`config.mk`:
```
export PLATFORM = sky130hd
export DESIGN_NAME = clgt_ctrl
export DESIGN_NICKNAME = d
export VERILOG_FILES = /design/src/rtl/clgt_pkg.sv /design/src/rtl/clgt_lock_watch.sv /design/src/rtl/clgt_ctrl.sv
export SDC_FILE = /design/constraint.sdc
export NUM_CORES = 1
export LEC_CHECK = 0
export BUFFER_PORTS_ARGS = -buffer_cell sky130_fd_sc_hd__buf_2
export CELL_PAD_IN_SITES_DETAIL_PLACEMENT = 0
export CELL_PAD_IN_SITES_GLOBAL_PLACEMENT = 1
export CORE_UTILIZATION = 31
export DETAILED_ROUTE_END_ITERATION = 10
export MAX_ROUTING_LAYER = met4
export PLACE_DENSITY_LB_ADDON = 0.1
export RECOVER_POWER = 25
export SYNTH_ARGS = -nofsm -noshare
export SYNTH_HDL_FRONTEND = slang
export SYNTH_SLANG_ARGS = --single-unit
export TNS_END_PERCENT = 20
```
`constraint.sdc`:
```
create_clock -name aclk -period 2.3 [get_ports aclk]
set_input_delay 0.46 -clock aclk [delete_from_list [all_inputs] [get_ports aclk]]
set_output_delay 0.46 -clock aclk [all_outputs]
set_load 0.02 [all_outputs]
```
`src/rtl/clgt_pkg.sv`:
```
// package for the clock generator control slice: register map, fields, resets
// assumes a 32-bit AXI4-Lite register bus, one aligned word per register
`default_nettype none
package clgt_pkg;
   // ****************************************
   // register byte offsets
   // ****************************************
   localparam logic [7:0] OFF_SRC_CTRL = 8'h00;
   localparam logic [7:0] OFF_CTRL_TWO = 8'h04;
   localparam logic [7:0] OFF_TRIM = 8'h08;
   localparam logic [7:0] OFF_STATUS = 8'h0C;
   localparam logic [7:0] OFF_LOOP_CTRL = 8'h10;
   localparam int ADDR_W = 8;

   // ****************************************
   // field positions
   // ****************************************
   localparam int SRC_HI = 7;
   localparam int SRC_LO = 6;
   localparam int DIV_HI = 7;
   localparam int DIV_LO = 6;
   localparam int RANGE_BIT = 5;
   localparam int GAIN_BIT = 4;
   localparam int LOWPWR_BIT = 3;
   localparam int EREF_SEL_BIT = 2;
   localparam int EREF_OE_BIT = 1;
   localparam int EREF_KEEP_BIT = 0;
   localparam int LOL_BIT = 7;
   localparam int LOCK_BIT = 6;
   localparam int FINE_BIT = 0;
   localparam int LOL_IE_BIT = 7;

   // ****************************************
   // reset values and codes
   // ****************************************
   localparam logic [7:0] CTRL_TWO_RST = 8'h40;
   localparam logic [7:0] TRIM_RST = 8'h80;
   localparam logic [7:0] SRC_CTRL_RST = 8'h00;
   localparam logic [1:0] SRC_LOOP = 2'h0;
   localparam logic [1:0] SRC_RESERVED = 2'h3;
   localparam logic [1:0] RESP_OKAY = 2'h0;
   localparam logic [1:0] RESP_SLVERR = 2'h2;
   localparam logic [3:0] DIV_ONE = 4'h1;
endpackage
`default_nettype wire

```
`src/rtl/clgt_lock_watch.sv`:
```
// lock watcher: flags a loss of lock once lock had been acquired
// assumes lock detector outputs are synchronous to aclk
`default_nettype none
module clgt_lock_watch
   import clgt_pkg::*;
(
   // clock and reset
   input wire logic aclk,
   input wire logic aresetn,
   input wire logic ce,
   // lock detector
   input wire logic detect_en,
   input wire logic locked,
   // event
   output logic loss_pulse
);
   logic acquired_reg;
   logic acquired_next;
   logic loss_reg;
   logic loss_next;

   always_comb begin
      acquired_next = acquired_reg;
      loss_next = 1'b0;
      if (!detect_en) begin
         acquired_next = 1'b0;
      end else if (locked) begin
         acquired_next = 1'b1;
      end else if (acquired_reg) begin
         // lock had been acquired and is now lost
         loss_next = 1'b1;
         acquired_next = 1'b0;
      end
   end

   always_ff @(posedge aclk) begin
      if (!aresetn) begin
         acquired_reg <= 1'b0;
         loss_reg <= 1'b0;
      end else if (ce) begin
         acquired_reg <= acquired_next;
         loss_reg <= loss_next;
      end
   end

   assign loss_pulse = loss_reg;
endmodule
`default_nettype wire

```
`src/rtl/clgt_ctrl.sv`:
```
// clock generator control slice: three documented registers plus source and
// loop control, behind an AXI4-Lite slave
// assumes all inputs synchronous to aclk; ce low freezes all state
// Contract
// - bus divider bits 7:6 divide 1/2/4/8, reset 2
// - bit 5 selects high or low range
// - bit 4 high gain or low power oscillator
// - bit 3 stops loop in bypassed modes
// - bit 2 crystal or direct external clock
// - bit 1 gates external reference clock output
// - bit 0 keeps external reference in stop
// - eight trim bits, binary weighted period adjust
// - larger trim lengthens internal reference period
// - sticky loss-of-lock flag set after lock lost
// - flag cleared by reset or writing one
// - interrupt enable decides request on flag set
// - source select 00 loop, 01 internal, 10 external
// - interrupt enable bit 7 of loop register
`default_nettype none
module clgt_ctrl
   import clgt_pkg::*;
(
   // clock, reset, enable
   input wire logic aclk,
   input wire logic aresetn,
   input wire logic ce,
   // axi4-lite write
   input wire logic [ADDR_W-1:0] s_axi_awaddr,
   input wire logic s_axi_awvalid,
   output logic s_axi_awready,
   input wire logic [31:0] s_axi_wdata,
   input wire logic [3:0] s_axi_wstrb,
   input wire logic s_axi_wvalid,
   output logic s_axi_wready,
   output logic [1:0] s_axi_bresp,
   output logic s_axi_bvalid,
   input wire logic s_axi_bready,
   // axi4-lite read
   input wire logic [ADDR_W-1:0] s_axi_araddr,
   input wire logic s_axi_arvalid,
   output logic s_axi_arready,
   output logic [31:0] s_axi_rdata,
   output logic [1:0] s_axi_rresp,
   output logic s_axi_rvalid,
   input wire logic s_axi_rready,
   // generator state
   input wire logic lock_detect_en,
   input wire logic loop_locked,
   input wire logic stop_mode,
   input wire logic bypass_mode,
   input wire logic ext_ref_mode,
   // controls
   output logic [1:0] clock_source_select,
   output logic [3:0] bus_div_factor,
   output logic high_range,
   output logic osc_high_gain,
   output logic ext_ref_source_sel,
   output logic loop_enable,
   output logic ext_ref_clock_out_en,
   output logic ext_ref_run,
   output logic [8:0] irc_period_trim,
   output logic lol_irq
);
   // ****************************************
   // state
   // ****************************************
   logic [7:0] src_ctrl_reg, src_ctrl_next;
   logic [7:0] ctrl_two_reg, ctrl_two_next;
   logic [7:0] trim_reg, trim_next;
   logic fine_reg, fine_next;
   logic lol_flag_reg, lol_flag_next;
   logic lol_ie_reg, lol_ie_next;
   logic pre_stop_reg, pre_stop_next;
   logic aw_full_reg, aw_full_next;
   logic w_full_reg, w_full_next;
   logic [ADDR_W-1:0] waddr_reg, waddr_next;
   logic [7:0] wdata_reg, wdata_next;
   logic wstrb0_reg, wstrb0_next;
   logic awready_reg, awready_next;
   logic wready_reg, wready_next;
   logic bvalid_reg, bvalid_next;
   logic [1:0] bresp_reg, bresp_next;
   logic arready_reg, arready_next;
   logic rvalid_reg, rvalid_next;
   logic [31:0] rdata_reg, rdata_next;
   logic [1:0] rresp_reg, rresp_next;
   logic [1:0] src_out_reg, src_out_next;
   logic [3:0] div_reg, div_next;
   logic loop_en_reg, loop_en_next;
   logic eref_oe_reg, eref_oe_next;
   logic eref_run_reg, eref_run_next;
   logic irq_reg, irq_next;
   logic loss_pulse;
   logic wr_fire;
   logic wr_hit;

   clgt_lock_watch u_lock_watch (
      .aclk(aclk),
      .aresetn(aresetn),
      .ce(ce),
      .detect_en(lock_detect_en),
      .locked(loop_locked),
      .loss_pulse(loss_pulse)
   );

   // ****************************************
   // bus slave and register file
   // ****************************************
   assign wr_fire = aw_full_reg && w_full_reg && !bvalid_reg;
   assign wr_hit = (waddr_reg == OFF_SRC_CTRL) || (waddr_reg == OFF_CTRL_TWO) ||
                   (waddr_reg == OFF_TRIM) || (waddr_reg == OFF_STATUS) ||
                   (waddr_reg == OFF_LOOP_CTRL);

   always_comb begin
      aw_full_next = aw_full_reg;
      w_full_next = w_full_reg;
      waddr_next = waddr_reg;
      wdata_next = wdata_reg;
      wstrb0_next = wstrb0_reg;
      bvalid_next = bvalid_reg;
      bresp_next = bresp_reg;
      src_ctrl_next = src_ctrl_reg;
      ctrl_two_next = ctrl_two_reg;
      trim_next = trim_reg;
      fine_next = fine_reg;
      lol_ie_next = lol_ie_reg;
      lol_flag_next = lol_flag_reg;
      if (s_axi_awvalid && awready_reg) begin
         aw_full_next = 1'b1;
         waddr_next = {s_axi_awaddr[ADDR_W-1:2], 2'h0};
      end
      if (s_axi_wvalid && wready_reg) begin
         w_full_next = 1'b1;
         wdata_next = s_axi_wdata[7:0];
         wstrb0_next = s_axi_wstrb[0];
      end
      if (s_axi_bvalid && s_axi_bready) bvalid_next = 1'b0;
      if (wr_fire) begin
         aw_full_next = 1'b0;
         w_full_next = 1'b0;
         bvalid_next = 1'b1;
         bresp_next = wr_hit ? RESP_OKAY : RESP_SLVERR;
         if (wstrb0_reg) begin
            case (waddr_reg)
               OFF_SRC_CTRL: src_ctrl_next = {wdata_reg[SRC_HI:SRC_LO], 6'h00};
               OFF_CTRL_TWO: ctrl_two_next = wdata_reg;
               OFF_TRIM: trim_next = wdata_reg;
               OFF_STATUS: begin
                  fine_next = wdata_reg[FINE_BIT];
                  if (wdata_reg[LOL_BIT]) lol_flag_next = 1'b0;
               end
               OFF_LOOP_CTRL: lol_ie_next = wdata_reg[LOL_IE_BIT];
               default: ;
            endcase
         end
      end
      // a loss in the clearing cycle still sets the flag
      if (loss_pulse) lol_flag_next = 1'b1;
   end

   always_comb begin
      rvalid_next = rvalid_reg;
      rdata_next = rdata_reg;
      rresp_next = rresp_reg;
      if (s_axi_rvalid && s_axi_rready) rvalid_next = 1'b0;
      if (s_axi_arvalid && arready_reg) begin
         rvalid_next = 1'b1;
         rresp_next = RESP_OKAY;
         rdata_next = 32'h0000_0000;
         case ({s_axi_araddr[ADDR_W-1:2], 2'h0})
            OFF_SRC_CTRL: rdata_next[7:0] = src_ctrl_reg;
            OFF_CTRL_TWO: rdata_next[7:0] = ctrl_two_reg;
            OFF_TRIM: rdata_next[7:0] = trim_reg;
            OFF_STATUS: begin
               rdata_next[LOL_BIT] = lol_flag_reg;
               rdata_next[LOCK_BIT] = loop_locked;
               rdata_next[FINE_BIT] = fine_reg;
            end
            OFF_LOOP_CTRL: rdata_next[LOL_IE_BIT] = lol_ie_reg;
            default: rresp_next = RESP_SLVERR;
         endcase
      end
      arready_next = !rvalid_next;
   end

   // ****************************************
   // derived controls
   // ****************************************
   always_comb begin
      awready_next = !aw_full_next && !bvalid_next;
      wready_next = !w_full_next && !bvalid_next;
      pre_stop_next = pre_stop_reg;
      if (!stop_mode) pre_stop_next = ctrl_two_next[EREF_OE_BIT] || ext_ref_mode;
      // reserved code falls back to the loop output
      src_out_next = (src_ctrl_next[SRC_HI:SRC_LO] == SRC_RESERVED) ?
                     SRC_LOOP : src_ctrl_next[SRC_HI:SRC_LO];
      div_next = DIV_ONE << ctrl_two_next[DIV_HI:DIV_LO];
      loop_en_next = !(bypass_mode && ctrl_two_next[LOWPWR_BIT]);
      // output gate, off in stop unless kept
      eref_oe_next = ctrl_two_next[EREF_OE_BIT] &&
                     (!stop_mode || ctrl_two_next[EREF_KEEP_BIT]);
      eref_run_next = stop_mode ? (ctrl_two_next[EREF_KEEP_BIT] && pre_stop_reg) :
                      (ctrl_two_next[EREF_OE_BIT] || ext_ref_mode);
      irq_next = lol_flag_next && lol_ie_next;
   end

   always_ff @(posedge aclk) begin
      if (!aresetn) begin
         src_ctrl_reg <= SRC_CTRL_RST;
         ctrl_two_reg <= CTRL_TWO_RST;
         trim_reg <= TRIM_RST;
         fine_reg <= 1'b0;
         lol_flag_reg <= 1'b0;
         lol_ie_reg <= 1'b0;
         pre_stop_reg <= 1'b0;
         aw_full_reg <= 1'b0;
         w_full_reg <= 1'b0;
         waddr_reg <= OFF_SRC_CTRL;
         wdata_reg <= 8'h00;
         wstrb0_reg <= 1'b0;
         awready_reg <= 1'b0;
         wready_reg <= 1'b0;
         bvalid_reg <= 1'b0;
         bresp_reg <= RESP_OKAY;
         arready_reg <= 1'b0;
         rvalid_reg <= 1'b0;
         rdata_reg <= 32'h0000_0000;
         rresp_reg <= RESP_OKAY;
         src_out_reg <= SRC_LOOP;
         div_reg <= DIV_ONE << CTRL_TWO_RST[DIV_HI:DIV_LO];
         loop_en_reg <= 1'b1;
         eref_oe_reg <= 1'b0;
         eref_run_reg <= 1'b0;
         irq_reg <= 1'b0;
      end else if (ce) begin
         src_ctrl_reg <= src_ctrl_next;
         ctrl_two_reg <= ctrl_two_next;
         trim_reg <= trim_next;
         fine_reg <= fine_next;
         lol_flag_reg <= lol_flag_next;
         lol_ie_reg <= lol_ie_next;
         pre_stop_reg <= pre_stop_next;
         aw_full_reg <= aw_full_next;
         w_full_reg <= w_full_next;
         waddr_reg <= waddr_next;
         wdata_reg <= wdata_next;
         wstrb0_reg <= wstrb0_next;
         awready_reg <= awready_next;
         wready_reg <= wready_next;
         bvalid_reg <= bvalid_next;
         bresp_reg <= bresp_next;
         arready_reg <= arready_next;
         rvalid_reg <= rvalid_next;
         rdata_reg <= rdata_next;
         rresp_reg <= rresp_next;
         src_out_reg <= src_out_next;
         div_reg <= div_next;
         loop_en_reg <= loop_en_next;
         eref_oe_reg <= eref_oe_next;
         eref_run_reg <= eref_run_next;
         irq_reg <= irq_next;
      end
   end

   assign s_axi_awready = awready_reg;
   assign s_axi_wready = wready_reg;
   assign s_axi_bvalid = bvalid_reg;
   assign s_axi_bresp = bresp_reg;
   assign s_axi_arready = arready_reg;
   assign s_axi_rvalid = rvalid_reg;
   assign s_axi_rdata = rdata_reg;
   assign s_axi_rresp = rresp_reg;
   assign clock_source_select = src_out_reg;
   assign bus_div_factor = div_reg;
   assign high_range = ctrl_two_reg[RANGE_BIT];
   assign osc_high_gain = ctrl_two_reg[GAIN_BIT];
   assign ext_ref_source_sel = ctrl_two_reg[EREF_SEL_BIT];
   assign loop_enable = loop_en_reg;
   assign ext_ref_clock_out_en = eref_oe_reg;
   assign ext_ref_run = eref_run_reg;
   // trim above fine bit: larger code, longer period
   assign irc_period_trim = {trim_reg, fine_reg};
   assign lol_irq = irq_reg;
endmodule
`default_nettype wire

```
==> results.py <==
metrics = {
    "critical_path": {
        "crit_arrival_ps": 2360,
        "cp_max_fo": 5,
        "criticalPathCategory": "flip-flop to flip-flop",
        "worstSetupStartpointType": "flip-flop",
        "cp.required_ps": 2520,
        "crit_path_end_kind": "flip-flop",
    },
    "final_layout": {
        "diodes": 0,
        "fill_cells": 1031,
        "area_delta_synth_final_pct": 19.87,
        "post-route-cell-area_mm2": 0.003669,
        "final_nets": 498,
        "drive_above_1_share_pct": 21.46,
    },
    "outcome": {
        "status": "completed",
    },
    "flow_run": {
        "drv_cap": 0,
    },
    "floorplan": {
        "initial_core_util_pct": 32.50,
        "die_y_um": 101.4,
        "coreArea_mm2": 0.009415,
        "die-area_mm2": 0.01027,
        "fp.dieW_um": 101.4,
        "ioPinCount": 128,
        "row_count": 35,
    },
    "power": {
        "max-vdd-ir-drop_mv": 0.2547,
        "p_leak_nw": 1.603,
        "cellPowerDensity_mw_per_mm2": 644.0,
    },
    "route": {
        "vias": 2671,
        "initialDrtViolationCount": 114,
        "routed_wl_mm": 7.932,
        "first_pass_iters": 4,
        "ant_nets": 0,
        "wl_per_cell_um": 13.99,
        "drcViolationCount": 0,
        "viasPerCell": 4.711,
    },
    "synth": {
        "synthArstFlopShare_pct": 0,
        "synthTopCellsByArea": "dfxtp_1 (43%), mux2i_1 (9.8%), buf_4 (6.6%), nor2_1 (5.6%), nand2_1 (4.8%)",
        "ys.flop_type": "dfxtp_1",
        "synth_area_leader_cell": "dfxtp_1",
        "ys_warn_count": 0,
        "synth_top_area_share_pct": 43.17,
        "post_synth.cell_area_avg_um2": 8.549,
        "synthesis.area_mm2": 0.003060,
        "seq_area_frac_synth_pct": 43.17,
        "postSynthCellCount": 358,
        "synth_commonest_cells": "dfxtp_1 (66), nor2_1 (46), nand2_1 (39), mux2i_1 (30), buf_4 (27)",
        "synth_seq_cells": 66,
        "synth_edf_count": 0,
        "synth_most_common_cell": "dfxtp_1",
        "yosys.cell_types.count": 45,
    },
    "sta": {
        "worstMarginPinSlew_ps": 904.1,
        "hold_viol_final": 0,
        "fin_crit_sh_pct": 92.91,
        "timing.final.crit_period_ps": 2137,
        "tns_ps": 0,
        "maxSlewHeadroom_pct": 39.73,
        "rsz0062_at_grt": "false",
        "slew_violations": 0,
        "fmax_ghz": 0.4680,
        "clock_skew_ps": 7.479,
        "setup_violations": 0,
    },
    "cts": {
        "clk_latency_ps": 340,
        "cts.sinks": 66,
        "cts_buffers": 9,
        "path_clk_slew_ps": 70,
        "htree_levels": 3,
        "cts_tree": "done",
        "clockRootBuffer": "clkbuf_8",
        "post_cts_buffers": 0,
        "hold_buffers": 0,
        "cts-resized-gates": 0,
        "cts_buffer_depth": 2,
    },
    "hold_path": {
        "min_path_type": "primary input to flip-flop",
    },
    "place": {
        "gp_congestion": 0.7439,
        "hpwl_mm": 5.796,
        "portBuffers": 70,
        "dpl-instance-area_mm2": 0.003506,
    },
    "grt": {
        "gr-usage-all-layers_pct": 17.32,
        "grt_overflow": 0,
        "grt_antenna_before_repair": 0,
        "grt_max_degree": 26,
        "grt_pass1_wl_mm": 13.12,
        "grt_pass1_vias": 2544,
    },
}
-- placed cells by master, fill, tap and decap left out, drive strengths merged, types with 4 or more instances in the layout --
master | synthesis | final
a211oi | 4 | 4
a21oi | 24 | 24
a221oi | 5 | 5
a31oi | 4 | 4
and3 | 4 | 4
buf | 31 | 74
clkbuf | 16 | 22
clkinv | 0 | 4
conb | 1 | 26
dfxtp | 66 | 66
inv | 9 | 9
mux2i | 30 | 30
nand2 | 39 | 39
nand3 | 9 | 9
nand4 | 6 | 6
nor2 | 46 | 46
nor2b | 6 | 6
nor3 | 8 | 8
nor4 | 6 | 6
o21ai | 11 | 11
or4 | 4 | 4
-- cells by family after synthesis --
family / synth area share [%]
AND/OR/NAND/NOR: 22.61
buffers and inverters: 10.26
flip-flops: 43.17
other: 0.1225
multiplexers: 10.92
AO/OA/AOI/OAI: 12.92
-- area by class of cell --
type	count	area, µm²	share of cell area [%]
Sequential cell	66	1321	36.02
Clock buffer	10	127.6	3.479
Clock inverter	6	57.56	1.569
Multi-Input combinational cell	261	1519	41.41
Inverter	9	33.78	0.9209
Timing Repair Buffer	86	447.9	12.21
Tap cell	129	161.4	4.400
-- through the flow --
stage                     hold WS (ps)  power (mW)  instances  setup WS, ps  util, %
after floorplan                  441.1       1.401        383         104.7        -
after global placement           442.5       1.456        551         189.7    37.24
after detailed placement         445.0       1.458        551         173.2    37.24
after CTS                        334.8       2.397        567         152.6    39.20
after global routing             345.8       2.473        567         74.39    38.96
final                            354.8       2.362        567         163.1    38.96
-- power by group --
group / leakage, nW / switching, mW / internal [mW] / total (mW)
Clock: 0.0958 / 0.443 / 0.493 / 0.937
Sequential: 0.535 / 0.0221 / 1.17 / 1.19
Combinational: 0.971 / 0.159 / 0.0761 / 0.235
-- critical path, cell delays in order (launching register included) --
cell and delay [ps]:
dfxtp_1 350, or4_1 560, or4_1 500, and3_1 210
o41a_1 410
-- routing by layer --
metal / wire length [µm] / part of all wire, % / global-route usage (%) / vias to the layer above
met1: 3922 / 49 / 22.30 / 1228
met3: 372 / 4.7 / 4.417 / 4
met5: 0 / 0 / - / -
met2: 3594 / 45 / 27.21 / 77
met4: 42 / 0.53 / 4.013 / 0
li1: - / - / - / 1362
-- final timing paths --
kind | from | endpoint | slack, ps | cells past startpoint
setup / recovery | waddr_reg[4]$_SDFFE_PN0P_ | ext_ref_run$_SDFFE_PN0P_ | 160 | 4
hold / removal | s_axi_wdata[2] | wdata_reg[2]$_SDFFE_PN0P_ | 350 | 3
setup reg to reg | waddr_reg[4]$_SDFFE_PN0P_ | ext_ref_run$_SDFFE_PN0P_ | 160 | 4
hold reg to reg | s_axi_rdata[7]$_SDFFE_PN0P_ | s_axi_rdata[7]$_SDFFE_PN0P_ | 450 | 2
Power figures use the tool's default switching activity.
